File: config.mk
export PLATFORM = sky130hd
export DESIGN_NAME = pps_status_top
export DESIGN_NICKNAME = d
export VERILOG_FILES = /design/src/inc/pps_pkg.sv /design/src/rtl/pps_flag.sv /design/src/rtl/pps_wb_regs.sv /design/src/rtl/pps_status_top.sv
export SDC_FILE = /design/constraint.sdc
export NUM_CORES = 1
export LEC_CHECK = 0
export BUFFER_PORTS_ARGS = -buffer_cell sky130_fd_sc_hd__buf_2
export CAP_MARGIN = 40
export CELL_PAD_IN_SITES_DETAIL_PLACEMENT = 0
export CELL_PAD_IN_SITES_GLOBAL_PLACEMENT = 2
export CORE_MARGIN = 2
export CORE_UTILIZATION = 29
export CTS_BUF_LIST = sky130_fd_sc_hd__clkbuf_8
export CTS_CLUSTER_DIAMETER = 30
export DETAILED_ROUTE_END_ITERATION = 6
export PLACE_DENSITY = 0.95
export SETUP_SLACK_MARGIN = 0.02
export SYNTH_ARGS = -nofsm -noshare
export SYNTH_HDL_FRONTEND = slang
export SYNTH_SLANG_ARGS = --single-unit
File: constraint.sdc
create_clock -name clk_i -period 5.3 [get_ports clk_i]
set_input_delay 0.265 -clock clk_i [delete_from_list [all_inputs] [get_ports clk_i]]
set_output_delay 0.265 -clock clk_i [all_outputs]
set_load 0.03 [all_outputs]
File: src/inc/pps_pkg.sv
/*
 * shared constants for the profile position status word block:
 * register offsets, status bit positions, reset values, alarm codes.
 * assumes a 32-bit classic wishbone register bus.
 */
package pps_pkg;
    // register byte offsets
    localparam logic [7:0]  REG_STATUS_OFS   = 8'h00;
    localparam logic [7:0]  REG_FE_WIN_OFS   = 8'h04;

    // status word bit positions
    localparam int          SW_TORQUE_BIT    = 15;
    localparam int          SW_SPARE_HI_BIT  = 14;
    localparam int          SW_FOLLOW_BIT    = 13;
    localparam int          SW_ACK_BIT       = 12;
    localparam int          SW_LIMIT_BIT     = 11;
    localparam int          SW_TARGET_BIT    = 10;
    localparam int          SW_REMOTE_BIT    = 9;
    localparam int          SW_SPARE_LO_BIT  = 8;
    localparam int          SW_WARN_BIT      = 7;

    // control word bit positions
    localparam int          CW_NEW_SP_BIT    = 4;
    localparam int          CW_HALT_BIT      = 8;

    // alarm codes that end a following error
    localparam logic [7:0]  ALM_DEVIATION    = 8'h10;
    localparam logic [7:0]  ALM_OVERLOAD     = 8'h30;

    // reset values
    localparam logic [15:0] STATUS_RST       = 16'h0000;
    localparam logic [31:0] FE_WIN_RST       = 32'h0000_ffff;
endpackage

File: src/rtl/pps_flag.sv
/*
 * one sticky flag: set wins over clear in the same cycle.
 * assumes one synchronous active-high reset.
 */
`timescale 1ns/1ps
module pps_flag (
    input  wire logic clk_i,
    input  wire logic rst_i,
    input  wire logic set_i,
    input  wire logic clr_i,
    output logic      q_o
);
    logic q_ff;
    logic nxt_q;

    // set beats clear so no event is lost
    always_comb begin
        nxt_q = set_i | (q_ff & ~clr_i);
    end

    always_ff @(posedge clk_i) begin
        if (rst_i) begin
            q_ff <= 1'b0;
        end else begin
            q_ff <= nxt_q;
        end
    end

    assign q_o = q_ff;
endmodule

File: src/rtl/pps_wb_regs.sv
/*
 * classic wishbone slave for the status block: status word (ro) and
 * following error window (rw, byte lanes). unmapped reads give zero,
 * unmapped writes are dropped; every access is acked.
 * assumes the master holds the request until it samples ack.
 */
`timescale 1ns/1ps
module pps_wb_regs (
    input  wire logic        clk_i,
    input  wire logic        rst_i,
    input  wire logic [7:0]  adr_i,
    input  wire logic [31:0] dat_i,
    input  wire logic [3:0]  sel_i,
    input  wire logic        we_i,
    input  wire logic        cyc_i,
    input  wire logic        stb_i,
    output logic [31:0]      dat_o,
    output logic             ack_o,
    input  wire logic [15:0] status_i,
    output logic [31:0]      fe_window_o
);
    logic        ack_ff;
    logic        nxt_ack;
    logic [31:0] rdat_ff;
    logic [31:0] nxt_rdat;
    logic [31:0] win_ff;
    logic [31:0] nxt_win;
    logic        req;

    // answer one cycle after the request; ack drops the cycle after
    assign req = cyc_i & stb_i & ~ack_ff;

    always_comb begin
        nxt_ack  = req;
        nxt_rdat = rdat_ff;
        nxt_win  = win_ff;
        if (req) begin
            nxt_rdat = 32'h0000_0000;
            case (adr_i)
                pps_pkg::REG_STATUS_OFS: nxt_rdat = {16'h0000, status_i};
                pps_pkg::REG_FE_WIN_OFS: nxt_rdat = win_ff;
                default:                 nxt_rdat = 32'h0000_0000;
            endcase
            if (we_i && adr_i == pps_pkg::REG_FE_WIN_OFS) begin
                for (int b = 0; b < 4; b++) begin
                    if (sel_i[b]) begin
                        nxt_win[b*8 +: 8] = dat_i[b*8 +: 8];
                    end
                end
            end
        end
    end

    always_ff @(posedge clk_i) begin
        if (rst_i) begin
            ack_ff  <= 1'b0;
            rdat_ff <= 32'h0000_0000;
            win_ff  <= pps_pkg::FE_WIN_RST;
        end else begin
            ack_ff  <= nxt_ack;
            rdat_ff <= nxt_rdat;
            win_ff  <= nxt_win;
        end
    end

    assign ack_o       = ack_ff;
    assign dat_o       = rdat_ff;
    assign fe_window_o = win_ff;
endmodule

File: src/rtl/pps_status_top.sv
/*
 * status word generator for profile position mode: torque limit,
 * following error, set point acknowledge, internal limit, target
 * reached, remote and warning bits, readable over wishbone.
 * assumes all drive inputs are synchronous to clk_i and that bits
 * 6..0 (drive state machine) are merged in by another block.
 */
`timescale 1ns/1ps
module pps_status_top (
    input  wire logic        clk_i,
    input  wire logic        rst_i,
    // wishbone slave
    input  wire logic [7:0]  adr_i,
    input  wire logic [31:0] dat_i,
    input  wire logic [3:0]  sel_i,
    input  wire logic        we_i,
    input  wire logic        cyc_i,
    input  wire logic        stb_i,
    output logic [31:0]      dat_o,
    output logic             ack_o,
    // host control word and drive state
    input  wire logic [15:0] ctrl_word_i,
    input  wire logic        op_enabled_i,
    input  wire logic        stop_input_i,
    // motion feedback
    input  wire logic        torque_limit_reached_i,
    input  wire logic [31:0] pos_deviation_i,
    input  wire logic        alarm_clear_i,
    input  wire logic [7:0]  alarm_code_i,
    input  wire logic        motion_done_i,
    input  wire logic        motion_abort_i,
    input  wire logic        cmd_speed_zero_i,
    // internal limit sources
    input  wire logic        forward_limit_sensor_i,
    input  wire logic        reverse_limit_sensor_i,
    input  wire logic        forward_motion_block_input_i,
    input  wire logic        reverse_motion_block_input_i,
    input  wire logic        software_limit_i,
    input  wire logic        mechanical_limit_i,
    // misc status sources
    input  wire logic        init_done_i,
    input  wire logic [7:0]  info_cause_i,
    // outputs
    output logic [15:0]      status_word_o,
    output logic             start_accept_o
);
    // magnitude of a signed deviation
    function automatic logic [31:0] abs32(input logic [31:0] v);
        abs32 = v[31] ? 32'(~v + 32'h0000_0001) : v;
    endfunction

    logic [31:0] fe_window;
    logic        new_sp;
    logic        halt;
    logic        start_accept;
    logic        fe_exceed;
    logic        fe_alarm_clr;
    logic        fe_flag;
    logic        ack_flag;
    logic        ack_clr;
    logic        limit_any;

    logic        new_sp_ff;
    logic        tr_ff;
    logic        nxt_tr;
    logic        start_ff;
    logic        nxt_start;
    logic [15:0] status_ff;
    logic [15:0] nxt_status;

    assign new_sp = ctrl_word_i[pps_pkg::CW_NEW_SP_BIT];
    assign halt   = ctrl_word_i[pps_pkg::CW_HALT_BIT];

    // register bus slave; window steers the following error check
    pps_wb_regs u_regs (
        .clk_i       (clk_i),
        .rst_i       (rst_i),
        .adr_i       (adr_i),
        .dat_i       (dat_i),
        .sel_i       (sel_i),
        .we_i        (we_i),
        .cyc_i       (cyc_i),
        .stb_i       (stb_i),
        .dat_o       (dat_o),
        .ack_o       (ack_o),
        .status_i    (status_ff),
        .fe_window_o (fe_window)
    );

    // start accepted only on a rising set point, no halt, no stop,
    // and in operation enabled
    assign start_accept = new_sp & ~new_sp_ff & ~halt
                        & ~stop_input_i & op_enabled_i;

    // edge memory of the new set point bit
    always_ff @(posedge clk_i) begin
        if (rst_i) begin
            new_sp_ff <= 1'b0;
        end else begin
            new_sp_ff <= new_sp;
        end
    end

    // following error: sticky until a matching alarm is cleared
    assign fe_exceed    = abs32(pos_deviation_i) > fe_window;
    assign fe_alarm_clr = alarm_clear_i
                        & (alarm_code_i == pps_pkg::ALM_DEVIATION
                        |  alarm_code_i == pps_pkg::ALM_OVERLOAD);

    pps_flag u_fe_flag (
        .clk_i (clk_i),
        .rst_i (rst_i),
        .set_i (fe_exceed),
        .clr_i (fe_alarm_clr),
        .q_o   (fe_flag)
    );

    // acknowledge: bit drop or leaving operation enabled clears it;
    // a clear cannot meet a set since accept needs both high
    assign ack_clr = ~new_sp | ~op_enabled_i;

    pps_flag u_ack_flag (
        .clk_i (clk_i),
        .rst_i (rst_i),
        .set_i (start_accept),
        .clr_i (ack_clr),
        .q_o   (ack_flag)
    );

    // any internal limit source
    assign limit_any = forward_limit_sensor_i
                     | reverse_limit_sensor_i
                     | forward_motion_block_input_i
                     | reverse_motion_block_input_i
                     | software_limit_i
                     | mechanical_limit_i;

    // target reached: halt mode tracks zero speed, otherwise a
    // sticky bit set by clean completion and cleared by a new start
    always_comb begin
        nxt_tr = tr_ff;
        if (halt) begin
            nxt_tr = cmd_speed_zero_i;
        end else if (start_accept) begin
            nxt_tr = 1'b0;
        end else if (motion_done_i && !motion_abort_i) begin
            nxt_tr = 1'b1;
        end
    end

    always_ff @(posedge clk_i) begin
        if (rst_i) begin
            tr_ff <= 1'b0;
        end else begin
            tr_ff <= nxt_tr;
        end
    end

    // assemble the word; drive state bits stay zero here
    always_comb begin
        nxt_status = pps_pkg::STATUS_RST;
        nxt_status[pps_pkg::SW_TORQUE_BIT] = torque_limit_reached_i;
        nxt_status[pps_pkg::SW_FOLLOW_BIT] = fe_flag;
        nxt_status[pps_pkg::SW_ACK_BIT]    = ack_flag;
        nxt_status[pps_pkg::SW_LIMIT_BIT]  = limit_any;
        nxt_status[pps_pkg::SW_TARGET_BIT] = tr_ff;
        nxt_status[pps_pkg::SW_REMOTE_BIT] = init_done_i;
        nxt_status[pps_pkg::SW_WARN_BIT]   = |info_cause_i;
        nxt_start = start_accept;
    end

    // one register stage so every output comes from a flip-flop
    always_ff @(posedge clk_i) begin
        if (rst_i) begin
            status_ff <= pps_pkg::STATUS_RST;
            start_ff  <= 1'b0;
        end else begin
            status_ff <= nxt_status;
            start_ff  <= nxt_start;
        end
    end

    assign status_word_o  = status_ff;
    assign start_accept_o = start_ff;
endmodule

# Word level (Yosys, flattened, before mapping)
# Cells that the tools add are included.
[classes] add_sub_neg=1 n_lt_le_gt_ge=1 eq_ne=3 n_mux=5 n_bitwise=27 reduce_logical=10
[op_table] op="32-bit one-hot mux with 2 select lines" count=1
[op_table] op="32-bit by 1-bit adder with 32-bit output (second input constant)" count=1
[op_table] op="32-bit greater-than comparator" count=1
[op_table] op="32-bit 2-to-1 mux" count=1
[op_table] op="32-bit inverter" count=1
[op_table] op="3-bit AND reduction" count=4
[op_table] op="1-bit bitwise AND" count=9
[op_table] op="1-bit bitwise OR" count=9
[op_table] op="8-bit by 3-bit equality test with 1-bit output (second input constant)" count=1
[op_table] op="8-bit by 5-bit equality test with 1-bit output (second input constant)" count=1
[op_table] op="8-bit by 6-bit equality test with 1-bit output (second input constant)" count=1
[op_table] op="8-bit logical NOT" count=1
[op_table] op="1-bit inverter" count=8
[op_table] op="8-bit OR reduction" count=1
[op_table] op="1-bit 2-to-1 mux" count=3
[op_table] op="3-bit nonzero test" count=1
[op_table] op="1-bit logical AND" count=2
[op_table] op="1-bit logical NOT" count=1
[word_totals] register_bits=86 in_bits=127 output_inout_bits=50 word_cells=60

# Depth between registers and ports, before layout
[logic_depth] depth_word=7 ltp_mapped=14 ltp_nobuf=13

# By module
# A second synthesis with hierarchy kept.
[unflattened] cells_unflattened=562 area_unflattened_um2=4833.4
[by_module_without_submodules] mod="pps_wb_regs" instances=1 cells_per_inst=314 area_each_um2=2886.5 seq_area_each_um2=1301.2
[by_module_without_submodules] mod="pps_status_top" instances=1 cells_per_inst=240 area_each_um2=1869.3 seq_area_each_um2=200.2
[by_module_without_submodules] mod="pps_flag" instances=2 cells_per_inst=4 area_each_um2=38.8 seq_area_each_um2=20.0

# Worst setup path after synthesis
# Ideal clock, no wire load.
[synth_timing] path_kind="input to register" startpoint="input pos_deviation_i[15]" endpoint="register u_fe_flag.q_ff, in the netlist u_fe_flag.q_o" setup_time_ps=133 t_arrival_ps=2892 t_required_ps=5167 path_slack_ps=2276 cell_stages=11 n_path_buf=1 path_cell_list="or4_4 or4_4 buf_6 o31ai_1 xnor2_1 ha_1 a21oi_1 nand2_1 a221o_1 o31ai_1 nand3_1"
[synth_between] elab_chain_cells=5
[synth_rtl] element="start, declared" line_no="pps_status_top.sv:27" text="input wire logic [31:0] pos_deviation_i,"
[synth_rtl] element="32-bit inverter" line_no="pps_status_top.sv:49" text="abs32 = v[31] ? 32'(~v + 32'h0000_0001) : v;"
[synth_rtl] element="32-bit by 1-bit adder with 32-bit output" line_no="pps_status_top.sv:49"
[synth_rtl] element="32-bit 2-to-1 mux *" line_no="pps_status_top.sv:49"
[synth_rtl] element="32-bit greater-than comparator *" line_no="pps_status_top.sv:105" text="assign fe_exceed = abs32(pos_deviation_i) > fe_window;"
[synth_rtl] element="1-bit bitwise OR *" line_no="pps_flag.sv:18" text="nxt_q = set_i | (q_ff & ~clr_i);"
[synth_rtl] element="end signal, assigned" line_no="pps_flag.sv:25" text="q_ff <= nxt_q;"
[synth_rtl] element="end, declared" line_no="pps_flag.sv:13" text="logic q_ff;"
# Every way passes the cells marked *; elsewhere a longest branch is shown, timed or not.
# A chain may end at the register's enable or synchronous reset.

# Worst setup path after layout
[layout_timing] startpoint="input pos_deviation_i[0]" endpoint="register u_fe_flag.q_ff, in the netlist u_fe_flag.q_o"
# Same word-level chain as after synthesis.

==> summary.md <==
| Metric | Value |
|---|---|
| Outcome | `complete, no violations` |
| Multi-input logic area | `0.00243 mm^2` |
| Commonest cells in the netlist | `dfxtp_1 (77), nand2_1 (59), a21oi_1 (41), inv_1 (37), nor2_1 (35)` |
| Share of cells above drive strength 1 | `26.8%` |
| First-pass GRT wire length | `19700 um` |
| Least-Margin Pin Slew | `0.810 ns` |
| Max Cap Viol | `0` |
| Worst-Skew Late Latency | `0.36 ns` |
| Via count | `4096` |
| Setup_tns | `0 ns` |
| Worst path cell trace | `buf_2 > inv_1 > ha_1 > nor2b_1 > nand4_1 > or4_4 > o31ai_1 > xnor2_1 > ha_1 > nand4_1 > nor4_1 > a21oi_1 > o311ai_0 > nand3_1` |
| Final estimated routing congestion in global placement | `0.828` |
| Crit. path cell count | `14` |
| Cell Rows | `44` |
| Top delay family on crit path | `simple AND/OR/NAND/NOR gates` |
| Starting density of the core | `29.5%` |
| Worst r2r src | `u_regs.fe_window_o[7]$_SDFFE_PP1P_` |
| Average instance area after synthesis | `8.29 um^2` |
| Worst setup startpoint | `pos_deviation_i[0]` |
| Final ANT Viol Nets | `0` |
| Largest area contributor in the netlist | `dfxtp_1` |
| Initial antenna violation count | `0` |
| Skew final | `0.0103 ns` |
| Wire per inst | `14.8 um` |
| Tightest Hold Check Type | `primary input to flip-flop` |
| Reg2Reg Depth | `7` |
| Unrepaired setup endpoints after global routing | `no` |
| Flops & latches, synth | `77` |
| Asr flop ratio synth | `0%` |
| H-tree Lvls | `3` |
| Max clock buf depth | `2` |
| Buffers added on ports | `152` |
| Buf+Inv Stages, Crit Path | `2` |
| CTS Hold Buffers Added | `0` |
| Residual DRC | `0` |
| Die area | `0.0157 mm^2` |
| Die Y | `125 um` |
| CTS tree | `yes` |
| Setup slack, reg-to-reg | `3.21 ns` |
| Routed WL | `12400 um` |
| M1 GR Usage | `20.6%` |
| Pins over their slew limit | `0` |
| GRT overflow | `0` |
| Setup bufs post-CTS | `0` |
| CTS Sinks | `77` |
| # nets final | `812` |
| Num CTS Buffers | `9` |
| Final Cycle Share | `58.7%` |
| Kind of critical path | `primary input to flip-flop` |
| Most common cell in the netlist | `dfxtp_1` |
| Total core area | `0.0144 mm^2` |
| Setup violators final | `0` |
| Maximum VDD drop | `0.132 mV` |
| Max_slew headroom | `46.0%` |
| Top FF cell, synth | `dfxtp_1` |
| Die Width | `125 um` |
| Area contributors post-synth | `dfxtp_1 (36%), ha_1 (9.7%), xnor2_1 (6.0%), nand2_1 (5.2%), a21oi_1 (4.8%)` |
| Synth unique cells | `42` |
| Largest net degree at the start of global routing | `61` |
| Crit path max-delay cell type | `or4_4` |
| Busiest grt layer | `met2` |
| Final Critical Period | `3.11 ns` |
| PostCTS Resize Cnt | `0` |
| Register area | `0.00154 mm^2` |
| Mapped cell area | `0.00425 mm^2` |
| # diodes | `0` |
| Leakage | `0.00245 uW` |
| Iteration-0 DRC Markers | `180` |
| Number of synthesized flops with an enable pin | `0` |
| Worst EP arrival | `3.34 ns` |
| Final hold violations | `0` |
| Max Freq | `321 MHz` |
| Max incr delay on CP | `0.53 ns` |
| GR Util met2 | `25.6%` |
| Io pins | `177` |
| Top cell type's share of synthesized area | `36.2%` |
| Clock root buffer | `clkbuf_8` |
| HPWL Detailed | `10000 um` |
| Synth Instances | `513` |
| Max Fanout on Critical Path | `7` |
| Via density | `4.88` |
| Warning count from the yosys run | `0` |
| Met3 Use GR | `2.70%` |
| Power Total | `1210 uW` |
| Fillers | `1529` |
| CTS clk-pin slew, worst paths | `0.08 ns` |
| Number of global-route vias before repair | `3951` |
| Sequential fraction of the synthesis area | `36.2%` |
| Req. time, crit path | `5.53 ns` |
| Worst r2r dst | `u_fe_flag.q_o$_SDFF_PP0_` |
| DRT Pass-1 Iters | `4` |
| Crit start category | `primary input` |
| GRT Total Usage | `15.6%` |
| Worst setup endpoint | `u_fe_flag.q_o$_SDFF_PP0_` |
| Crit end category | `flip-flop` |
| PwrDens | `229 mW/mm^2` |
| Area delta synth->final | `24.7%` |
[worst min path at each step]
stage | startpoint | to | slack (ns) | cells past startpoint
6_report | torque_limit_reached_i | status_word_o[15]$_SDFF_PP0_ | 0.12 | 2
5_1_grt | torque_limit_reached_i | status_word_o[15]$_SDFF_PP0_ | 0.11 | 2
4_1_cts | torque_limit_reached_i | status_word_o[15]$_SDFF_PP0_ | 0.11 | 2
3_5_place_dp | u_regs.dat_o[20]$_SDFFE_PP0P_ | u_regs.dat_o[20]$_SDFFE_PP0P_ | 0.44 | 2
3_3_place_gp | u_regs.dat_o[19]$_SDFFE_PP0P_ | u_regs.dat_o[19]$_SDFFE_PP0P_ | 0.44 | 2
2_1_floorplan | rst_i | status_word_o[13]$_SDFF_PP0_ | 0.35 | 1
[logic make-up (layout without fill, tap and decap cells)]
| family | after synthesis | after routing | synth area share (%) |
|---|---|---|---|
| other cells | 1 | 9 | 0.0882 |
| fa+ha+maj | 33 | 33 | 9.71 |
| xor+xnor | 29 | 29 | 5.97 |
| buf+inv | 73 | 208 | 7.47 |
| compound gates | 102 | 102 | 15.9 |
| simple gates | 181 | 181 | 20.6 |
| flops | 77 | 77 | 36.2 |
| mux | 17 | 17 | 4.00 |
[cells in the final DEF (no fill, tap or decap), types with 4 or more instances in the layout]
| cell type | n |
|---|---|
| a221oi_1 | 7 |
| buf_2 | 152 |
| o211ai_1 | 16 |
| nand4_1 | 12 |
| nor3_1 | 10 |
| o21ai_0 | 13 |
| xnor2_1 | 29 |
| or4_1 | 5 |
| o31ai_1 | 10 |
| nor4_1 | 8 |
| inv_1 | 39 |
| nor2b_1 | 8 |
| conb_1 | 9 |
| nand3_1 | 31 |
| nor2_1 | 34 |
| o41ai_1 | 4 |
| nand2_1 | 59 |
| ha_1 | 33 |
| a21oi_1 | 41 |
| clkbuf_8 | 9 |
| mux2i_1 | 17 |
| dfxtp_1 | 77 |
[final cells by class]
| class | instances | area share [%] |
|---|---|---|
| inverters | 38 | 2.69 |
| well taps | 184 | 4.34 |
| repair buffers | 155 | 14.8 |
| flip-flops and latches | 77 | 29.1 |
| clock inverters | 6 | 1.08 |
| clock buffers | 9 | 2.33 |
| multi-input cells | 371 | 45.7 |
[layer usage]
layer / wire (um) / vias up
met3: 710 / 16
li1: - / 2079
met5: 0 / -
met1: 5970 / 1856
met4: 228 / 0
met2: 5530 / 145
[report_power, final]
| group | switching, uW | internal, uW |
|---|---|---|
| registers | 4.04 | 587 |
| logic | 117 | 84.1 |
| clock network | 211 | 211 |
| total | 333 | 882 |
[through the flow]
| step | worst slack [ns] | cell area [um^2] | hold slack [ns] | utilization (%) | instances |
|---|---|---|---|---|---|
| 2_1_floorplan | 2.28 | 4280 | 0.345 | - | 521 |
| 3_3_place_gp | 1.87 | 5120 | 0.440 | 35.5 | 825 |
| 3_5_place_dp | 1.75 | 5120 | 0.443 | 35.5 | 825 |
| 4_1_cts | 2.12 | 5310 | 0.113 | 36.8 | 840 |
| 5_1_grt | 1.75 | 5310 | 0.113 | 36.8 | 840 |
| 6_report | 2.19 | 5310 | 0.124 | 36.8 | 840 |
Note: power is estimated with default switching activity, not from simulation.
